File: src/mctb_pkg.sv
`default_nettype none
package mctb_pkg;
   // Oscillator periods per multiplex step and per idle gap.
   localparam int unsigned MUX_DIV_10M  = 20000;
   localparam int unsigned MUX_DIV_1M   = 2000;
   localparam int unsigned IDLE_DIV_10M = 2000000;
   localparam int unsigned IDLE_DIV_1M  = 200000;
   localparam int unsigned CNT_W        = 22;
   localparam int unsigned DIGITS       = 8;
   localparam int unsigned DIG_W        = 3;
   localparam logic [DIG_W-1:0] DIGIT_MSD = 3'h7;

   typedef enum logic [2:0] {
      MCTB_MEASURE = 3'h0,
      MCTB_STORE   = 3'h1,
      MCTB_CLEAR   = 3'h2,
      MCTB_IDLE    = 3'h3,
      MCTB_HOLD    = 3'h4
   } mctb_phase_e;

   typedef struct packed {
      logic             store;
      logic             clear;
      logic             measuring;
      logic             holding;
   } mctb_cycle_s;

   typedef struct packed {
      logic [DIG_W-1:0] digit;
      logic             blank_en;
   } mctb_scan_s;
endpackage
`default_nettype wire

File: src/mctb_scan.sv
`default_nettype none
// Digit scanner: steps from the most significant digit downward.
module mctb_scan #(
   parameter int unsigned MUX_DIV_HI = mctb_pkg::MUX_DIV_10M,
   parameter int unsigned MUX_DIV_LO = mctb_pkg::MUX_DIV_1M
) (
   input  wire logic                 clk_in,
   input  wire logic                 reset_in,
   input  wire logic                 mode_10m_in,
   input  wire logic                 overflow_in,
   output var  mctb_pkg::mctb_scan_s scan_out,
   output logic                      mux_tick_out
);
   // The divider is sixteen bits wide and needs at least two clocks per
   // multiplex step.
   if (MUX_DIV_HI < 2 || MUX_DIV_LO < 2 ||
       MUX_DIV_HI >= (1 << 16) || MUX_DIV_LO >= (1 << 16)) begin : g_chk_div
      $error("mctb_scan: divider out of range");
   end

   typedef struct packed {
      logic [15:0]                 div;
      logic [mctb_pkg::DIG_W-1:0]  digit;
      logic                        blank_en;
      logic                        tick;
   } mctb_scan_state_s;

   mctb_scan_state_s st_r;
   mctb_scan_state_s st_nxt;
   logic [15:0]      limit;

   always_comb begin
      limit  = mode_10m_in ? 16'(MUX_DIV_HI - 1) : 16'(MUX_DIV_LO - 1);
      st_nxt = st_r;
      st_nxt.tick = 1'b0;
      st_nxt.blank_en = ~overflow_in;
      if (st_r.div >= limit) begin
         st_nxt.div  = 16'h0000;
         st_nxt.tick = 1'b1;
         st_nxt.digit = st_r.digit - 3'h1;
      end else begin
         st_nxt.div = st_r.div + 16'h0001;
      end
   end

   always_ff @(posedge clk_in or posedge reset_in) begin
      if (reset_in) begin
         st_r <= '{div: 16'h0000, digit: mctb_pkg::DIGIT_MSD,
                   blank_en: 1'b1, tick: 1'b0};
      end else begin
         st_r <= st_nxt;
      end
   end

   assign scan_out.digit    = st_r.digit;
   assign scan_out.blank_en = st_r.blank_en;
   assign mux_tick_out      = st_r.tick;
endmodule
`default_nettype wire

File: src/mctb_timebase.sv
`default_nettype none
// Operation
// - Multiplex step every 20000 (10MHz) or 2000 (1MHz) oscillator periods.
// - Idle gap lasts 2000000 (10MHz) or 200000 (1MHz) oscillator periods.
// - Falling edge of a pause pulse starts a new measurement at once.
// - Pause held high keeps the block in hold; no new measurement.
// - Reset clears counter, aborts measurement, shows all zeros.
// - Digits scan MSD to LSD; overflow disables leading-zero blanking.
module mctb_timebase #(
   parameter int unsigned IDLE_DIV_HI = mctb_pkg::IDLE_DIV_10M,
   parameter int unsigned IDLE_DIV_LO = mctb_pkg::IDLE_DIV_1M,
   parameter int unsigned MUX_DIV_HI  = mctb_pkg::MUX_DIV_10M,
   parameter int unsigned MUX_DIV_LO  = mctb_pkg::MUX_DIV_1M
) (
   input  wire logic                  clk_in,
   input  wire logic                  reset_in,
   input  wire logic                  mode_10m_in,
   input  wire logic                  pause_in,
   input  wire logic                  meas_done_in,
   input  wire logic                  overflow_in,
   output var  mctb_pkg::mctb_cycle_s cycle_out,
   output var  mctb_pkg::mctb_scan_s  scan_out,
   output logic                       mux_tick_out,
   output logic                       show_zero_out
);
   // Elaboration checks. The gap counter is CNT_W bits wide and counts
   // from zero to one less than the gap, so a gap of zero or one that
   // does not fit is refused. The scanner's divider is sixteen bits wide
   // and needs at least two clocks between multiplex steps.
   if (IDLE_DIV_HI < 1 ||
       IDLE_DIV_HI >= (1 << mctb_pkg::CNT_W)) begin : g_chk_idle_hi
      $error("mctb_timebase: IDLE_DIV_HI out of range");
   end
   if (IDLE_DIV_LO < 1 ||
       IDLE_DIV_LO >= (1 << mctb_pkg::CNT_W)) begin : g_chk_idle_lo
      $error("mctb_timebase: IDLE_DIV_LO out of range");
   end
   if (MUX_DIV_HI < 2 || MUX_DIV_HI >= (1 << 16)) begin : g_chk_mux_hi
      $error("mctb_timebase: MUX_DIV_HI out of range");
   end
   if (MUX_DIV_LO < 2 || MUX_DIV_LO >= (1 << 16)) begin : g_chk_mux_lo
      $error("mctb_timebase: MUX_DIV_LO out of range");
   end

   // One measurement cycle runs through the phases in a fixed order.
   //
   //    MEASURE  The counting front end runs until it reports the end.
   //    STORE    One clock. The result latches take the finished count.
   //    CLEAR    One clock. The main counter is cleared for the next run.
   //    IDLE     The gap between measurements, counted in clock periods.
   //    HOLD     Entered from the gap while the pause input is high.
   //
   // The pause input is looked at only in IDLE and HOLD. A pause that
   // arrives during MEASURE, STORE or CLEAR therefore never cuts a
   // measurement short; it takes effect once the gap has begun, and then
   // parks the block in HOLD if it is still high.
   //
   // A falling edge of the pause input seen in the gap ends the gap at
   // once. An outside party can shorten the gap with a short pulse a few
   // clocks after the store strobe: its rise parks the block in HOLD and its fall ends the hold at once. Holding the pause input
   // high parks the block in HOLD after every measurement instead, which gives
   // single-shot operation; a later release of the pause input then starts
   // exactly one new measurement.
   //
   // The gap counter is cleared in CLEAR rather than on the way out of
   // the gap, so every gap starts counting from zero, also one that
   // follows a hold.
   //
   // Reset puts the block into MEASURE with the display forced to zero.
   // The zero flag is cleared by the first store and is set again only
   // by reset, which wins when a store and a reset meet in one clock.
   //
   // The oscillator mode input picks the gap length and the multiplex
   // rate together. It is read on every clock, so a change of mode takes
   // effect in the gap and the multiplex step that are running; a change
   // is best made while the block is held or in reset.

   // All state of the measurement cycle lives in this one struct.
   typedef struct packed {
      // Current phase of the measurement cycle.
      mctb_pkg::mctb_phase_e          phase;
      // Clock periods spent in the present gap.
      logic [mctb_pkg::CNT_W-1:0]     idle_cnt;
      // Pause input one clock ago, for the falling-edge detector.
      logic                           pause_d;
      // High from reset until the first store: the display shows zeros.
      logic                           zero;
      // Registered cycle outputs.
      mctb_pkg::mctb_cycle_s          cyc;
   } mctb_state_s;

   // Registered state and its next value.
   mctb_state_s                st_r;
   mctb_state_s                st_nxt;
   // Last count of the gap in the selected oscillator mode.
   logic [mctb_pkg::CNT_W-1:0] idle_last;
   // Pause seen high on the last clock and low now.
   logic                       pause_fall;

   always_comb begin
      // The gap length follows the oscillator mode input directly.
      idle_last = mode_10m_in ? mctb_pkg::CNT_W'(IDLE_DIV_HI - 1)
                              : mctb_pkg::CNT_W'(IDLE_DIV_LO - 1);
      // The edge detector starts from a low pause input, the idle level
      // of the pin, so leaving reset never shows a false falling edge.
      pause_fall = st_r.pause_d & ~pause_in;

      // Every field holds unless a phase below changes it. Store and
      // clear are single-clock strobes and drop by default.
      st_nxt = st_r;
      st_nxt.pause_d = pause_in;
      st_nxt.cyc.store = 1'b0;
      st_nxt.cyc.clear = 1'b0;

      case (st_r.phase)
         // The front end reports the end of its count; latch the result.
         mctb_pkg::MCTB_MEASURE: begin
            if (meas_done_in) begin
               st_nxt.phase = mctb_pkg::MCTB_STORE;
               st_nxt.cyc.store = 1'b1;
               st_nxt.zero = 1'b0;
            end
         end

         // The latches hold the result now; clear the main counter.
         mctb_pkg::MCTB_STORE: begin
            st_nxt.phase = mctb_pkg::MCTB_CLEAR;
            st_nxt.cyc.clear = 1'b1;
         end

         // Start the gap from a zero count.
         mctb_pkg::MCTB_CLEAR: begin
            st_nxt.phase = mctb_pkg::MCTB_IDLE;
            st_nxt.idle_cnt = '0;
         end

         // Hold wins over the end of the gap, so a pause that rises on
         // the last gap clock still parks the block.
         mctb_pkg::MCTB_IDLE: begin
            st_nxt.idle_cnt = st_r.idle_cnt + 1'b1;
            if (pause_in) begin
               st_nxt.phase = mctb_pkg::MCTB_HOLD;
            end else if (pause_fall ||
                         st_r.idle_cnt >= idle_last) begin
               st_nxt.phase = mctb_pkg::MCTB_MEASURE;
            end
         end

         // Leave hold on the first clock that sees the pause input low.
         mctb_pkg::MCTB_HOLD: begin
            if (!pause_in) begin
               st_nxt.phase = mctb_pkg::MCTB_MEASURE;
            end
         end

         // Unused codes fall back into the gap rather than lock up.
         default: st_nxt.phase = mctb_pkg::MCTB_IDLE;
      endcase

      // The level outputs follow the next phase, so they change on the
      // same edge as the phase itself.
      st_nxt.cyc.measuring = (st_nxt.phase == mctb_pkg::MCTB_MEASURE);
      st_nxt.cyc.holding   = (st_nxt.phase == mctb_pkg::MCTB_HOLD);
   end

   // Reset aborts the cycle in progress and forces the display to zero
   // until the first store. The block comes out of reset measuring, so
   // the front end may report the end of a count from the first clock.
   always_ff @(posedge clk_in or posedge reset_in) begin
      if (reset_in) begin
         st_r.phase         <= mctb_pkg::MCTB_MEASURE;
         st_r.idle_cnt      <= '0;
         st_r.pause_d       <= 1'b0;
         st_r.zero          <= 1'b1;
         st_r.cyc.store     <= 1'b0;
         st_r.cyc.clear     <= 1'b0;
         st_r.cyc.measuring <= 1'b1;
         st_r.cyc.holding   <= 1'b0;
      end else begin
         st_r <= st_nxt;
      end
   end

   // The cycle outputs and the zero flag come straight from flip-flops.
   assign cycle_out     = st_r.cyc;
   assign show_zero_out = st_r.zero;

   // The digit scanner runs free of the measurement cycle. It steps
   // from the most significant digit down at the multiplex rate of the
   // selected oscillator mode, and it turns leading-zero blanking off
   // while the main counter reports an overflow. Reset starts it again
   // at the most significant digit with a fresh divider count.
   mctb_scan #(
      .MUX_DIV_HI (MUX_DIV_HI),
      .MUX_DIV_LO (MUX_DIV_LO)
   ) u_scan (
      .clk_in       (clk_in),
      .reset_in     (reset_in),
      .mode_10m_in  (mode_10m_in),
      .overflow_in  (overflow_in),
      .scan_out     (scan_out),
      .mux_tick_out (mux_tick_out)
   );
endmodule
`default_nettype wire

File: config.mk
export PLATFORM = sky130hd
export DESIGN_NAME = mctb_timebase
export DESIGN_NICKNAME = d
export VERILOG_FILES = /design/src/mctb_pkg.sv /design/src/mctb_scan.sv /design/src/mctb_timebase.sv
export SDC_FILE = /design/constraint.sdc
export NUM_CORES = 1
export LEC_CHECK = 0
export ABC_AREA = 1
export BUFFER_PORTS_ARGS = -buffer_cell sky130_fd_sc_hd__buf_2
export CAP_MARGIN = 40
export CORE_ASPECT_RATIO = 1.1
export CORE_MARGIN = 2
export CORE_UTILIZATION = 66
export CTS_CLUSTER_DIAMETER = 120
export DETAILED_ROUTE_END_ITERATION = 12
export PLACE_DENSITY = 0.85
export SETUP_SLACK_MARGIN = 0.4
export SYNTH_ARGS = -nofsm -noshare
export SYNTH_HDL_FRONTEND = slang
export SYNTH_SLANG_ARGS = --single-unit
export TNS_END_PERCENT = 100
File: constraint.sdc
create_clock -name clk_in -period 3.9 [get_ports clk_in]
set_input_delay 0.78 -clock clk_in [delete_from_list [all_inputs] [get_ports clk_in]]
set_output_delay 0.78 -clock clk_in [all_outputs]
set_load 0.1 [all_outputs]
==> results.py <==
metrics = {
    "cells_and_area": {
        "fin_cells": 463,
        "num_antenna_cells": 0,
        "fin_area_sq_mm": 0.00326,
        "fin_nets": 429,
        "utilization_pct": 71.1,
        "area_growth_pct": 5.46,
        "mostFrequentLayoutCell": "nand2_1",
        "final_cell_mix": "nand2_1, nor2_1, inv_1, dfrtp_1, nand3_1",
        "drive_gt1_share_pct": 12.0,
        "fillers": 371,
    },
    "placement": {
        "dp.final_hpwl_mm": 4.72,
        "numPortBuffers": 15,
        "pre_cts_ws_ps": 1440,
        "gp_congestion": 0.931,
        "dp.cells": 455,
        "placed_area_sq_mm": 0.00317,
    },
    "logic_synthesis": {
        "synth-edff-count": 0,
        "synth-seq-cells": 52,
        "yosys_warnings": 0,
        "syn_inst": 395,
        "ys_types": 36,
        "synth_ff_type": "dfrtp_1",
        "ys_async_sr_fraction_pct": 100,
        "synth_seq_area_share_pct": 42.3,
        "syn_area_sq_mm": 0.00309,
        "synth.avg_cell_area_sq_um": 7.83,
        "synth_nets": 418,
    },
    "routing": {
        "vias_per_cell": 5.44,
        "drt_iter0_drc": 111,
        "antenna_left": 0,
        "avgRoutedWirePerCell_microns": 13.4,
        "vias": 2519,
        "drc": 0,
        "drt_pass1_iterations": 4,
        "wirelength_mm": 6.19,
    },
    "timing": {
        "fin_setup_tns_ps": 0,
        "finClkSkew_ps": 13.1,
        "relSlewSlack_pct": 64.0,
        "finalCritPeriodShare_pct": 54.8,
        "finalWorstSetupSlack_ps": 1760,
        "finalSetupViolCount": 0,
        "max_freq_mhz": 468,
        "worst_slew_pin_slew_ps": 539,
        "whs_ps": 437,
        "fin_crit_ps": 2140,
        "rsz0062_at_grt": "no",
        "maxSlewViolCount": 0,
        "hold_viol": 0,
    },
    "worst_setup_path": {
        "path_buf_inv": 3,
        "crit_start": "mode_10m_in",
        "reg2reg_slack_ps": 2020,
        "path_delay_family": "simple AND/OR/NAND/NOR gates",
        "crit_path_end": "u_scan.scan_out[2]",
        "path_cells": "buf_2 > inv_1 > ha_1 > inv_1 > nor3_1 > nor2_4 > nand2_4 > nand2_1 > nand2_1",
        "critPathArrivalTime_ps": 2400,
        "critPathSlowestCell": "nor3_1",
        "path_max_fanout": 19,
        "max_stage_delay_ps": 370,
        "path_depth": 9,
        "required_ps": 4160,
        "reg2reg_to": "cycle_out[1]",
        "cp-start-kind": "input pin",
        "crit-reg2reg-launch": "st_r[28]",
        "crit_path_end_kind": "register",
        "ff2ff_path_depth": 9,
        "crit_type": "input pin to register",
    },
    "clocking": {
        "root_buffer": "clkbuf_8",
        "cts_repair_resize_count": 0,
        "ctsHoldBuffers": 0,
        "cts_htree_levels": 2,
        "clk_latency_ps": 310,
        "cts.sinks": 52,
        "cts_made_buffers": 5,
        "clock_path_buffers": 2,
        "clk_pin_slew_worst_paths_ps": 100,
        "cts_tree": "done",
        "cts_setup_buffers": 0,
    },
    "global_routing": {
        "grt-ovfl-total": 0,
        "grt_pass1_vias": 2315,
        "grt_pass1_wl_mm": 10.2,
        "grt_use_total_pct": 24.8,
        "antenna_found_initial": 0,
        "grt_max_degree": 37,
    },
    "power": {
        "switchingPower_mw": 0.539,
        "clkPwrFrac_pct": 23.1,
        "power_frac_seq_pct": 47.0,
        "peakVddDrop_mv": 0.330,
        "p_per_area_mw_per_mm2": 410,
        "share_comb_of_total_power_pct": 29.9,
        "power_mw": 1.34,
        "intPower_mw": 0.799,
        "p_leak_nw": 1.56,
        "p_sw_share_pct": 40.3,
    },
    "floorplanning": {
        "coreArea_sq_mm": 0.00459,
        "die_h_microns": 75.8,
        "initial_utilization_pct": 67.5,
        "rows": 26,
        "io_pins": 16,
        "fp.dieArea_sq_mm": 0.00525,
        "fp.dieW_microns": 69.3,
    },
    "min_path": {
        "hp-class": "input pin to asynchronous set/reset pin",
    },
    "flow_run": {
        "drv_cap": 0,
    },
    "outcome": {
        "status": "finished clean",
    },
}
## cell type report
cell class	count	area, sq um	share of cell area [%]
clock buffers	6	72.6	2.22
repair buffers	16	95.1	2.91
flip-flops and latches	52	1310	40.1
clock inverters	2	16.3	0.498
well taps	56	70.1	2.15
multi-input cells	281	1510	46.4
inverters	50	188	5.75
## state kept, by name, summed over array words and instances (netlist names)
signal	cells
cycle_out	4
show_zero_out	1
st_r	26
u_scan.mux_tick_out	1
u_scan.scan_out	4
u_scan.st_r	16
## power by group through the flow
stage	combinational (mW)	clock, mW	sequential (mW)
2_1_floorplan	0.330	0	0.644
3_3_place_gp	0.389	0	0.637
3_5_place_dp	0.397	0	0.640
4_1_cts	0.398	0.313	0.629
5_1_grt	0.437	0.329	0.638
6_report	0.400	0.310	0.629
## worst min path at each step
stage	startpoint	end	slack [ps]	depth (start not counted)
after detailed placement	show_zero_out	show_zero_out	440	2
after floorplan	u_scan.st_r[5]	u_scan.st_r[5]	430	1
after global placement	show_zero_out	show_zero_out	430	2
after global routing	reset_in	cycle_out[0]	480	2
after CTS	reset_in	st_r[12]	450	2
final	reset_in	st_r[12]	440	2
## metal layers
metal,wire [microns],up-vias,global-route usage [%]
li1,-,1280,-
met1,2660,1169,29.9
met2,3120,51,43.7
met3,196,19,4.23
met4,216,0,12.6
met5,0,-,0
## cell usage after synthesis (2+ instances only)
| library cell | count | area, sq um |
|---|---|---|
| buf_4 | 8 | 60.1 |
| nor3b_1 | 2 | 15.0 |
| inv_1 | 49 | 184 |
| xnor2_1 | 2 | 17.5 |
| nor3_1 | 14 | 70.1 |
| nand2_2 | 2 | 12.5 |
| nor2_2 | 4 | 25.0 |
| o21ai_0 | 16 | 80.1 |
| nand3_1 | 35 | 175 |
| nand2_1 | 83 | 312 |
| nor2_4 | 5 | 56.3 |
| nand4_1 | 7 | 43.8 |
| o22ai_1 | 3 | 18.8 |
| xor2_1 | 12 | 105 |
| a21oi_1 | 7 | 35.0 |
| dfrtp_1 | 46 | 1150 |
| nor2_1 | 60 | 225 |
| ha_1 | 17 | 213 |
| dfstp_2 | 6 | 158 |
## cell families (layout without fill, tap and decap cells)
logic type               count (synthesis)  count (layout)  share of synthesized area, %
multiplexers                             1               1                         0.324
AO/OA/AOI/OAI                           30              30                          5.38
adder cells (fa/ha/maj)                 17              17                          6.87
flip-flops                              52              52                          42.3
buffers and inverters                   62              74                          8.81
AND/OR/NAND/NOR                        219             219                          32.3
XOR/XNOR                                14              14                          3.96
Note: power is estimated with default switching activity, not from simulation.
